$ cat config.mk
export PLATFORM = sky130hd
export DESIGN_NAME = reset_initial_state_logic
export DESIGN_NICKNAME = d
export VERILOG_FILES = /design/src/rtl/reset_state_pkg.sv /design/src/rtl/reset_initial_state_logic.sv /design/src/rtl/reset_bank_reg.sv
export VERILOG_INCLUDE_DIRS = /design/src /design/src/rtl
export SDC_FILE = /design/constraint.sdc
export NUM_CORES = 1
export LEC_CHECK = 0
export ABC_AREA = 0
export BUFFER_PORTS_ARGS = -buffer_cell sky130_fd_sc_hd__buf_2
export CORE_MARGIN = 2
export CORE_UTILIZATION = 45
export CTS_CLUSTER_SIZE = 8
export DETAILED_ROUTE_END_ITERATION = 12
export PLACE_DENSITY_LB_ADDON = 0.08
export SLEW_MARGIN = 30
export SYNTH_ARGS = -nofsm -noshare
export SYNTH_HDL_FRONTEND = slang
export SYNTH_SLANG_ARGS = --single-unit
$ cat constraint.sdc
create_clock -name ref_clk_in -period 2 [get_ports ref_clk_in]
set_input_delay 0.3 -clock ref_clk_in [delete_from_list [all_inputs] [get_ports ref_clk_in]]
set_output_delay 0.3 -clock ref_clk_in [all_outputs]
set_load 0.05 [all_outputs]
$ cat src/rtl/reset_state_params.svh
// Constants of the reset-condition block: offsets, fields, reset values, counts
// Operation
// Status register holds timeout and powerdown flags recording the last reset source.
// Power-on reset clears both timeout and powerdown flags.
// Supply-dip reset in active mode leaves both flags unchanged.
// Active-mode watchdog reset sets timeout flag, keeps powerdown flag.
// Idle or sleep watchdog reset sets both flags, keeps other status bits.
// Power-on reset disables all interrupt enables.
// Power-on reset clears watchdog and time base counters; watchdog then counts.
// Power-on reset clears timer control registers, switching timers off.
// Power-on and active watchdog reset: port data/direction ones, pull-ups/wake-ups zero.
// Power-on reset zeroes program counter and points stack pointer at top.
// Each register has per-reset-type values; program counter low cleared always.
// Accumulator and table registers undefined at power-on, kept across watchdog resets.
// Idle or sleep watchdog reset restarts only program counter and stack pointer.
// Genuine supply-dip reset sets its flag; only a software write clears it. The code also clears it on power-on reset (rst_in).
// One decoder combines reset sources; power-on wins over all others.
`ifndef RESET_STATE_PARAMS_SVH
`define RESET_STATE_PARAMS_SVH

// ************************************************************
// Register offsets
// ************************************************************
`define OFS_STATUS      4'h0
`define OFS_RESET_FLAG  4'h1
`define OFS_IRQ_STATUS  4'h2
`define OFS_IRQ_MASK    4'h3
`define OFS_FIRST_BANK  4'h4
`define OFS_PC_LOW      4'he
`define OFS_STACK_PTR   4'hf

// ************************************************************
// Field positions
// ************************************************************
`define BIT_TIMEOUT     5
`define BIT_POWERDOWN   4
`define BIT_DIP_FLAG    2
`define IRQ_WDT_ACTIVE  0
`define IRQ_WDT_IDLE    1
`define IRQ_SUPPLY_DIP  2

// ************************************************************
// Reset values of the banked registers, index 0 in the low byte
// int_en, timer_ctrl, port_data, port_dir, pullup, wakeup, acc, table_pointer_low, table_read_high_latch, table_pointer_high
// ************************************************************
`define BANK_COUNT      10
`define BANK_POR_VALS   80'h00_00_00_00_00_00_ff_ff_00_00
`define BANK_KEEP_ACT   10'h3c0
`define STACK_TOP       8'h07
`define PC_LOW_RESET    8'h00

// ************************************************************
// Timing
// ************************************************************
`define CLK_PERIOD_PS     5000
`define WDT_PERIOD        16'h0100
`define TIMEBASE0_PERIOD  16'h0400
`define TIMEBASE1_PERIOD  16'h1000
`define RESTART_HOLD_NS   50
`define RESTART_HOLD_CYC  ((`RESTART_HOLD_NS * 1000 + `CLK_PERIOD_PS - 1) / `CLK_PERIOD_PS)

`endif

$ cat src/rtl/reset_state_pkg.sv
// Types shared by the reset-condition block
package reset_state_pkg;

  typedef logic [7:0] byte_t;
  typedef logic [3:0] addr_t;

  // Decoded reset cause, one-hot
  typedef enum logic [4:0] {
    CAUSE_NONE     = 5'b00001,
    CAUSE_POWER_ON = 5'b00010,
    CAUSE_DIP      = 5'b00100,
    CAUSE_WDT_ACT  = 5'b01000,
    CAUSE_WDT_IDLE = 5'b10000
  } reset_cause_e;

endpackage : reset_state_pkg

$ cat src/rtl/reset_initial_state_logic.sv
// Reset-cause decoder, reset flags and initial state of core and peripherals
//
// Local design decisions: the placing of the registers and the address-and-strobe port.
`timescale 1ns/1ps
`default_nettype none
`include "reset_state_params.svh"

module reset_initial_state_logic (
  input  wire logic                         ref_clk_in,
  input  wire logic                         rst_in,
  // Events from the core and the analog supply monitor
  input  wire logic                         supply_dip_reset_in,
  input  wire logic                         low_power_in,
  input  wire logic                         sleep_entry_in,
  input  wire logic                         clear_watchdog_in,
  input  wire logic                         pc_update_in,
  input  wire reset_state_pkg::byte_t       pc_value_in,
  input  wire logic                         sp_update_in,
  input  wire reset_state_pkg::byte_t       sp_value_in,
  // Register port
  input  wire reset_state_pkg::addr_t       reg_addr_in,
  input  wire reset_state_pkg::byte_t       reg_wdata_in,
  input  wire logic                         reg_wr_in,
  input  wire logic                         reg_rd_in,
  output logic [7:0]                        reg_rdata_out,
  output logic                              irq_out,
  // State presented to the core
  output logic                              timeout_flag_out,
  output logic                              powerdown_flag_out,
  output logic                              supply_dip_flag_out,
  output logic [4:0]                        reset_cause_out,
  output logic                              core_hold_out,
  output logic [7:0]                        program_counter_low_out,
  output logic [7:0]                        stack_pointer_out,
  output logic [15:0]                       watchdog_counter_out,
  output logic [15:0]                       timebase0_out,
  output logic [15:0]                       timebase1_out,
  output logic [7:0]                        int_enable_out,
  output logic [7:0]                        timer_ctrl_out,
  output logic [7:0]                        port_data_out,
  output logic [7:0]                        port_dir_out,
  output logic [7:0]                        pullup_out,
  output logic [7:0]                        wakeup_out
);
  import reset_state_pkg::*;

  localparam logic [7:0] HOLD_CYC = 8'(`RESTART_HOLD_CYC);

  // ************************************************************
  // Supply monitor synchroniser
  // ************************************************************
  logic dip_meta_reg;
  logic dip_sync_reg;

  always_ff @(posedge ref_clk_in) begin
    if (rst_in) begin
      dip_meta_reg <= 1'b0;
      dip_sync_reg <= 1'b0;
    end else begin
      dip_meta_reg <= supply_dip_reset_in;
      dip_sync_reg <= dip_meta_reg;
    end
  end

  // ************************************************************
  // Watchdog and time base counters
  // ************************************************************
  logic [15:0] wdt_reg;
  logic [15:0] wdt_next;
  logic [15:0] tb0_reg;
  logic [15:0] tb0_next;
  logic [15:0] tb1_reg;
  logic [15:0] tb1_next;
  logic        wdt_hit;
  logic        full_reset;
  logic        any_reset;

  always_comb begin
    wdt_hit  = (wdt_reg == `WDT_PERIOD - 16'h0001);
    wdt_next = wdt_reg + 16'h0001;
    if (any_reset || clear_watchdog_in || sleep_entry_in || wdt_hit) begin
      wdt_next = 16'h0000;
    end
    tb0_next = (tb0_reg == `TIMEBASE0_PERIOD - 16'h0001) ? 16'h0000 : tb0_reg + 16'h0001;
    tb1_next = (tb1_reg == `TIMEBASE1_PERIOD - 16'h0001) ? 16'h0000 : tb1_reg + 16'h0001;
    if (full_reset) begin
      tb0_next = 16'h0000;
      tb1_next = 16'h0000;
    end
  end

  // Counting resumes on the first edge after release
  always_ff @(posedge ref_clk_in) begin
    if (rst_in) begin
      wdt_reg <= 16'h0000;
      tb0_reg <= 16'h0000;
      tb1_reg <= 16'h0000;
    end else begin
      wdt_reg <= wdt_next;
      tb0_reg <= tb0_next;
      tb1_reg <= tb1_next;
    end
  end

  // ************************************************************
  // Reset cause decoder
  // ************************************************************
  reset_cause_e apply_reg;
  reset_cause_e apply_next;
  reset_cause_e cause_reg;
  reset_cause_e cause_next;
  logic [7:0]   hold_reg;
  logic [7:0]   hold_next;

  // Supply monitor is off in idle and sleep, so its input is ignored there
  always_comb begin
    apply_next = CAUSE_NONE;
    if (dip_sync_reg && !low_power_in) begin
      apply_next = CAUSE_DIP;
    end else if (wdt_hit) begin
      apply_next = low_power_in ? CAUSE_WDT_IDLE : CAUSE_WDT_ACT;
    end
    cause_next = cause_reg;
    if (apply_reg != CAUSE_NONE) begin
      cause_next = apply_reg;
    end
    hold_next = (hold_reg != 8'h00) ? hold_reg - 8'h01 : 8'h00;
    if (any_reset) begin
      hold_next = HOLD_CYC;
    end
  end

  // Power-on is rst_in itself, so it overrides every other source
  always_ff @(posedge ref_clk_in) begin
    if (rst_in) begin
      apply_reg <= CAUSE_NONE;
      cause_reg <= CAUSE_POWER_ON;
      hold_reg  <= HOLD_CYC;
    end else begin
      apply_reg <= apply_next;
      cause_reg <= cause_next;
      hold_reg  <= hold_next;
    end
  end

  always_comb begin
    full_reset = (apply_reg == CAUSE_DIP) || (apply_reg == CAUSE_WDT_ACT);
    any_reset  = full_reset || (apply_reg == CAUSE_WDT_IDLE);
  end

  // ************************************************************
  // Reset flags
  // ************************************************************
  logic timeout_reg;
  logic timeout_next;
  logic powerdown_reg;
  logic powerdown_next;
  logic dip_flag_reg;
  logic dip_flag_next;
  logic wr_flag;

  always_comb begin
    wr_flag        = reg_wr_in && (reg_addr_in == `OFS_RESET_FLAG);
    timeout_next   = timeout_reg;
    powerdown_next = powerdown_reg;
    if (clear_watchdog_in) begin
      timeout_next   = 1'b0;
      powerdown_next = 1'b0;
    end
    if (sleep_entry_in) begin
      timeout_next   = 1'b0;
      powerdown_next = 1'b1;
    end
    case (apply_reg)
      CAUSE_WDT_ACT: begin
        timeout_next = 1'b1;
      end
      CAUSE_WDT_IDLE: begin
        timeout_next   = 1'b1;
        powerdown_next = 1'b1;
      end
      default: begin
        // A supply dip leaves both flags as they are
      end
    endcase
    dip_flag_next = dip_flag_reg;
    if (wr_flag && !reg_wdata_in[`BIT_DIP_FLAG]) begin
      dip_flag_next = 1'b0;
    end
    if (apply_reg == CAUSE_DIP) begin
      dip_flag_next = 1'b1;
    end
  end

  always_ff @(posedge ref_clk_in) begin
    if (rst_in) begin
      timeout_reg   <= 1'b0;
      powerdown_reg <= 1'b0;
      dip_flag_reg  <= 1'b0;
    end else begin
      timeout_reg   <= timeout_next;
      powerdown_reg <= powerdown_next;
      dip_flag_reg  <= dip_flag_next;
    end
  end

  // ************************************************************
  // Program counter low byte and stack pointer
  // ************************************************************
  byte_t pcl_reg;
  byte_t pcl_next;
  byte_t sp_reg;
  byte_t sp_next;

  // Every reset type restarts execution, including the idle wake
  always_comb begin
    pcl_next = pc_update_in ? pc_value_in : pcl_reg;
    sp_next  = sp_update_in ? sp_value_in : sp_reg;
    if (any_reset) begin
      pcl_next = `PC_LOW_RESET;
      sp_next  = `STACK_TOP;
    end
  end

  always_ff @(posedge ref_clk_in) begin
    if (rst_in) begin
      pcl_reg <= `PC_LOW_RESET;
      sp_reg  <= `STACK_TOP;
    end else begin
      pcl_reg <= pcl_next;
      sp_reg  <= sp_next;
    end
  end

  // ************************************************************
  // Banked peripheral and core registers
  // ************************************************************
  byte_t bank_value [`BANK_COUNT];
  localparam logic [79:0] BANK_POR  = `BANK_POR_VALS;
  localparam logic [9:0]  BANK_KEEP = `BANK_KEEP_ACT;

  // Idle wake leaves the bank alone
  for (genvar g = 0; g < `BANK_COUNT; g++) begin : g_bank
    reset_bank_reg #(
      .POR_VAL  (BANK_POR[8*g +: 8]),
      .KEEP_ACT (BANK_KEEP[g])
    ) u_reg (
      .ref_clk_in    (ref_clk_in),
      .rst_in        (rst_in),
      .full_reset_in (full_reset),
      .wr_en_in      (reg_wr_in && (reg_addr_in == `OFS_FIRST_BANK + 4'(g))),
      .wr_data_in    (reg_wdata_in),
      .value_out     (bank_value[g])
    );
  end

  // ************************************************************
  // Event interrupts
  // ************************************************************
  logic [2:0] irq_stat_reg;
  logic [2:0] irq_stat_next;
  logic [2:0] irq_mask_reg;
  logic [2:0] irq_mask_next;
  logic       irq_reg;
  logic       irq_next;
  logic [2:0] irq_set;

  // Set beats a same-cycle write-one clear
  always_comb begin
    irq_set                  = 3'h0;
    irq_set[`IRQ_WDT_ACTIVE] = (apply_reg == CAUSE_WDT_ACT);
    irq_set[`IRQ_WDT_IDLE]   = (apply_reg == CAUSE_WDT_IDLE);
    irq_set[`IRQ_SUPPLY_DIP] = (apply_reg == CAUSE_DIP);
    irq_stat_next = irq_stat_reg;
    if (reg_wr_in && (reg_addr_in == `OFS_IRQ_STATUS)) begin
      irq_stat_next = irq_stat_reg & ~reg_wdata_in[2:0];
    end
    irq_stat_next = irq_stat_next | irq_set;
    irq_mask_next = irq_mask_reg;
    if (reg_wr_in && (reg_addr_in == `OFS_IRQ_MASK)) begin
      irq_mask_next = reg_wdata_in[2:0];
    end
    irq_next = |(irq_stat_next & irq_mask_next);
  end

  always_ff @(posedge ref_clk_in) begin
    if (rst_in) begin
      irq_stat_reg <= 3'h0;
      irq_mask_reg <= 3'h0;
      irq_reg      <= 1'b0;
    end else begin
      irq_stat_reg <= irq_stat_next;
      irq_mask_reg <= irq_mask_next;
      irq_reg      <= irq_next;
    end
  end

  // ************************************************************
  // Register read port
  // ************************************************************
  byte_t rdata_reg;
  byte_t rdata_next;

  // Read data are valid only in the cycle after the strobe
  always_comb begin
    rdata_next = 8'h00;
    if (reg_rd_in) begin
      case (reg_addr_in)
        `OFS_STATUS: begin
          rdata_next[`BIT_TIMEOUT]   = timeout_reg;
          rdata_next[`BIT_POWERDOWN] = powerdown_reg;
        end
        `OFS_RESET_FLAG: begin
          rdata_next[`BIT_DIP_FLAG] = dip_flag_reg;
        end
        `OFS_IRQ_STATUS: begin
          rdata_next[2:0] = irq_stat_reg;
        end
        `OFS_IRQ_MASK: begin
          rdata_next[2:0] = irq_mask_reg;
        end
        `OFS_PC_LOW: begin
          rdata_next = pcl_reg;
        end
        `OFS_STACK_PTR: begin
          rdata_next = sp_reg;
        end
        default: begin
          rdata_next = bank_value[reg_addr_in - `OFS_FIRST_BANK];
        end
      endcase
    end
  end

  always_ff @(posedge ref_clk_in) begin
    if (rst_in) begin
      rdata_reg <= 8'h00;
    end else begin
      rdata_reg <= rdata_next;
    end
  end

  // ************************************************************
  // Outputs
  // ************************************************************
  assign reg_rdata_out           = rdata_reg;
  assign irq_out                 = irq_reg;
  assign timeout_flag_out        = timeout_reg;
  assign powerdown_flag_out      = powerdown_reg;
  assign supply_dip_flag_out     = dip_flag_reg;
  assign reset_cause_out         = cause_reg;
  assign core_hold_out           = (hold_reg != 8'h00) ? 1'b1 : 1'b0;
  assign program_counter_low_out = pcl_reg;
  assign stack_pointer_out       = sp_reg;
  assign watchdog_counter_out    = wdt_reg;
  assign timebase0_out           = tb0_reg;
  assign timebase1_out           = tb1_reg;
  assign int_enable_out          = bank_value[0];
  assign timer_ctrl_out          = bank_value[1];
  assign port_data_out           = bank_value[2];
  assign port_dir_out            = bank_value[3];
  assign pullup_out              = bank_value[4];
  assign wakeup_out              = bank_value[5];

endmodule : reset_initial_state_logic

`default_nettype wire

$ cat src/rtl/reset_bank_reg.sv
// One byte register with a separate value for each reset type
`timescale 1ns/1ps
`default_nettype none

module reset_bank_reg #(
  parameter logic [7:0] POR_VAL  = 8'h00,
  parameter logic       KEEP_ACT = 1'b0
) (
  input  wire logic                   ref_clk_in,
  input  wire logic                   rst_in,
  input  wire logic                   full_reset_in,
  input  wire logic                   wr_en_in,
  input  wire reset_state_pkg::byte_t wr_data_in,
  output var  reset_state_pkg::byte_t value_out
);
  import reset_state_pkg::*;

  byte_t value_reg;
  byte_t value_next;

  // Idle watchdog wake never touches these; only power-on and, unless KEEP_ACT is set, full resets do
  always_comb begin
    value_next = value_reg;
    if (full_reset_in) begin
      value_next = KEEP_ACT ? value_reg : POR_VAL;
    end else if (wr_en_in) begin
      value_next = wr_data_in;
    end
  end

  always_ff @(posedge ref_clk_in) begin
    if (rst_in) begin
      value_reg <= POR_VAL;
    end else begin
      value_reg <= value_next;
    end
  end

  assign value_out = value_reg;

endmodule : reset_bank_reg

`default_nettype wire

==> results <==
- The flow ran to the end, and the final reports show no timing, DRC or antenna violations.
- The synthesized cell area is 8200 µm².
- The height of the die is 139 µm.
- Setup repair after global routing left no endpoint under its margin.
- The critical path launch point type is a register.
- The largest fanout of any net on the critical path is 3.
- The clock input transition at the sequential cells of the worst setup and hold paths is 0.07 ns.
- The arrival time at the worst endpoint is 1.59 ns.
- The endpoint class of the critical path is a primary output.
- The transition time at the pin with the least slew margin is 0.668 ns.
- The leakage power summed over all cells is about 4.2 nW.
- The total routed wirelength is approximately 21,000 µm.
- Clock skew on the completed layout was measured at 0.00817 ns.
- Routability-driven placement finished with a final weighted congestion of 0.836.
- Once the clock tree was built, the setup fixing pass inserted 0 buffers.
- The clock tree from TritonCTS is built.
- The deepest level of the CTS H-tree is 4.
- The total core area is 17,900 µm².
- The critical path class is reg -> out.
- The number of buffers created by CTS is 17.
- The width of the die is 139 µm.
- The number of I/O pins is 168.
- In the post-synthesis netlist, the biggest area contributors are dfxtp_1 (44%), mux2i_1 (7.6%), nand2_1 (5.7%).
- The clock insertion delay at the later pin of the skew report is 0.43 ns.
- The wire length per cell is 16.4 µm.
- The count of filler cells inserted in the layout is 1,715.
- The cell accounting for the most synthesized area is dfxtp_1.
- In the global route stage, met3 resource usage came out at 0.0539.
- The count of flip-flops with a built-in enable after synthesis is 0.
- In the synthesized netlist the dominant register cell turns out to be dfxtp_1.
- After synthesis the netlist holds a flip-flop and latch count of 181.
- The power density over cell area is 821 nW/µm².
- The worst hold path belongs to the class in -> reg.
- Max-cap violations in this run came to 0.
- The share of the Yosys chip area taken by registers is 0.442.
- In this run the remaining antenna-violating nets after routing total 0.
- The floorplan step defined a die boundary enclosing 19,300 µm².
- The final number of hold-violating endpoints came to 0.
- At the worst endpoint, the required time is 1.70 ns.
- The final setup TNS is 0 ns.
- The number of vias after detailed routing is 6,656.
- The DRC violation count after routing is 0.
- Dividing the final minimum period by the clock period gives 0.944.
- Of the cells placed in the final design, the portion with a size suffix greater than 1 is 0.270.
- The root buffer cell chosen for the clock tree is clkbuf_16.
- The cell total after placement is 1,236.
- The number of cells produced by synthesis is 908.
- The initial cell density of the core is 0.458.
- The number of flip-flops in the largest register is 80.
- The average instance area after synthesis is about 9 µm².
- The worst hold slack is 0.0639 ns.
- The total clock sinks is 181.
- The proportion of synthesized flip-flops having asynchronous set or reset is 0.
- In the global route stage, met2 resource usage came out at 0.348.
- In this run the tightest slew margin relative to its limit is 0.553.
- The wire length of the first global-routing pass is 33,600 µm.
- The largest vdd supply drop is 648 µV.
- The number of hold buffers added after CTS was 0.
- The sum of overflow across all layers after global routing is 0.
- For this run, the share of the core covered by cells in the final layout is 0.536.
- Summed over all nets, the half-perimeter wirelength after detailed placement is 15,200 µm.
- The via count of the first global-routing pass is 6,199.
- In the layout the commonest cells are dfxtp_1 (170), buf_2 (167), nand2_1 (125).
- The final-stage net count is 1,074.
- The count of cells in the finished layout, fillers not included, comes to 1,268.
- The count of buffers added on input and output ports is 167.
- Synthesis produced a netlist with a net count of 956.
- The clock passes through at most 2 buffers.
- The area added between synthesis and finish is 17.1%.
- The met1 layer usage reported by global route is 0.291.
- The number of warnings reported in the yosys synthesis log is 0.
- The final critical-path required period is ~1.9 ns.
- Setup violations remaining at the end of the flow were counted as 0.
- The routed via count divided by cell count is 5.25.
- The global routing's busiest layer is met2.
- The number of slew-limit violations in the final report is 0.
- The first detailed-routing pass took 4 iterations.
- In the global route stage, overall resource usage came out at 0.217.
- The number of antenna violations at the first check in global routing was 0.
- After synthesis, the netlist uses 59 different library cells.
- The final antenna diode count is 0.
- The first routing iteration left 341 violations.
- The pin count of the biggest net entering global routing is 40.
- Timing would allow up to 530 MHz.
- The site row count is around 50.
- The top-area cell type share of the netlist area is 0.442.
- The library cell used most frequently in the layout, excluding fill and tap cells, is dfxtp_1.
-- cell type report --
class / instances / area [µm²] / area share
multi-input cells: 618 / 3960 / 0.413
flip-flops and latches: 181 / 3640 / 0.379
repair buffers: 194 / 1080 / 0.112
clock buffers: 21 / 460 / 0.0479
well taps: 229 / 287 / 0.0298
clock inverters: 11 / 126 / 0.0132
inverters: 14 / 52.6 / 0.00547
-- logic make-up after synthesis --
logic type,count (synthesis),share of synthesized area
adders and majority gates,10,0.0153
muxes,88,0.133
and+or+nand+nor,372,0.208
DFF,181,0.442
xor gates and xnor gates,41,0.0447
buffers and inverters,109,0.0754
AOI/OAI and AO/OA,107,0.0810
-- cells in the mapped netlist, drive strengths merged, types with 16 or more instances --
cell    number
a21oi       55
buf         69
clkbuf      26
dfxtp      181
mux2i       62
mux4        16
nand2      125
nand3       37
nor2       122
o21ai       16
xnor2       27
-- worst max-delay path, cell delays in order, from the launching register on --
cell     delay (ns)
dfxtp_1        0.34
nor4_2         0.31
and3_1         0.25
inv_1          0.06
buf_2          0.21
-- per-layer routing --
metal | routed length, µm | vias to the layer above
li1 | - | 3317
met1 | 9350 | 3131
met2 | 9860 | 191
met3 | 1360 | 17
met4 | 251 | 0
met5 | 0 | -
-- metrics by stage --
stage | power, mW | cell area [µm²] | worst slack [ns]
2_1_floorplan | 4.41 | 8210 | 0.00856
3_3_place_gp | 4.64 | 9010 | 0.128
3_5_place_dp | 4.64 | 9010 | 0.104
4_1_cts | 7.97 | 9600 | 0.0335
5_1_grt | 8.20 | 9600 | 0.00536
6_report | 7.88 | 9600 | 0.113
-- where the power goes --
part / internal (mW) / switching [mW]
clock: 1.91 / 1.42
sequential: 3.69 / 0.0735
combinational: 0.263 / 0.528
-- worst paths after layout --
path	startpoint	end	slack [ns]	cells past startpoint
setup reg to reg	apply_reg[2]	g_bank[7].u_reg.value_out[2]	0.17	4
hold reg to reg	dip_sync_reg	apply_reg[3]	0.43	1
hold / removal	low_power_in	apply_reg[2]	0.06	2
setup / recovery	hold_reg[5]	core_hold_out	0.11	4
-- timing repair --
item / in CTS / in global routing
gates resized for setup: 0 / 1
setup endpoints to repair: 0 / 1
endpoints found under the hold margin: 0 / 0
Power figures use the tool's default switching activity.
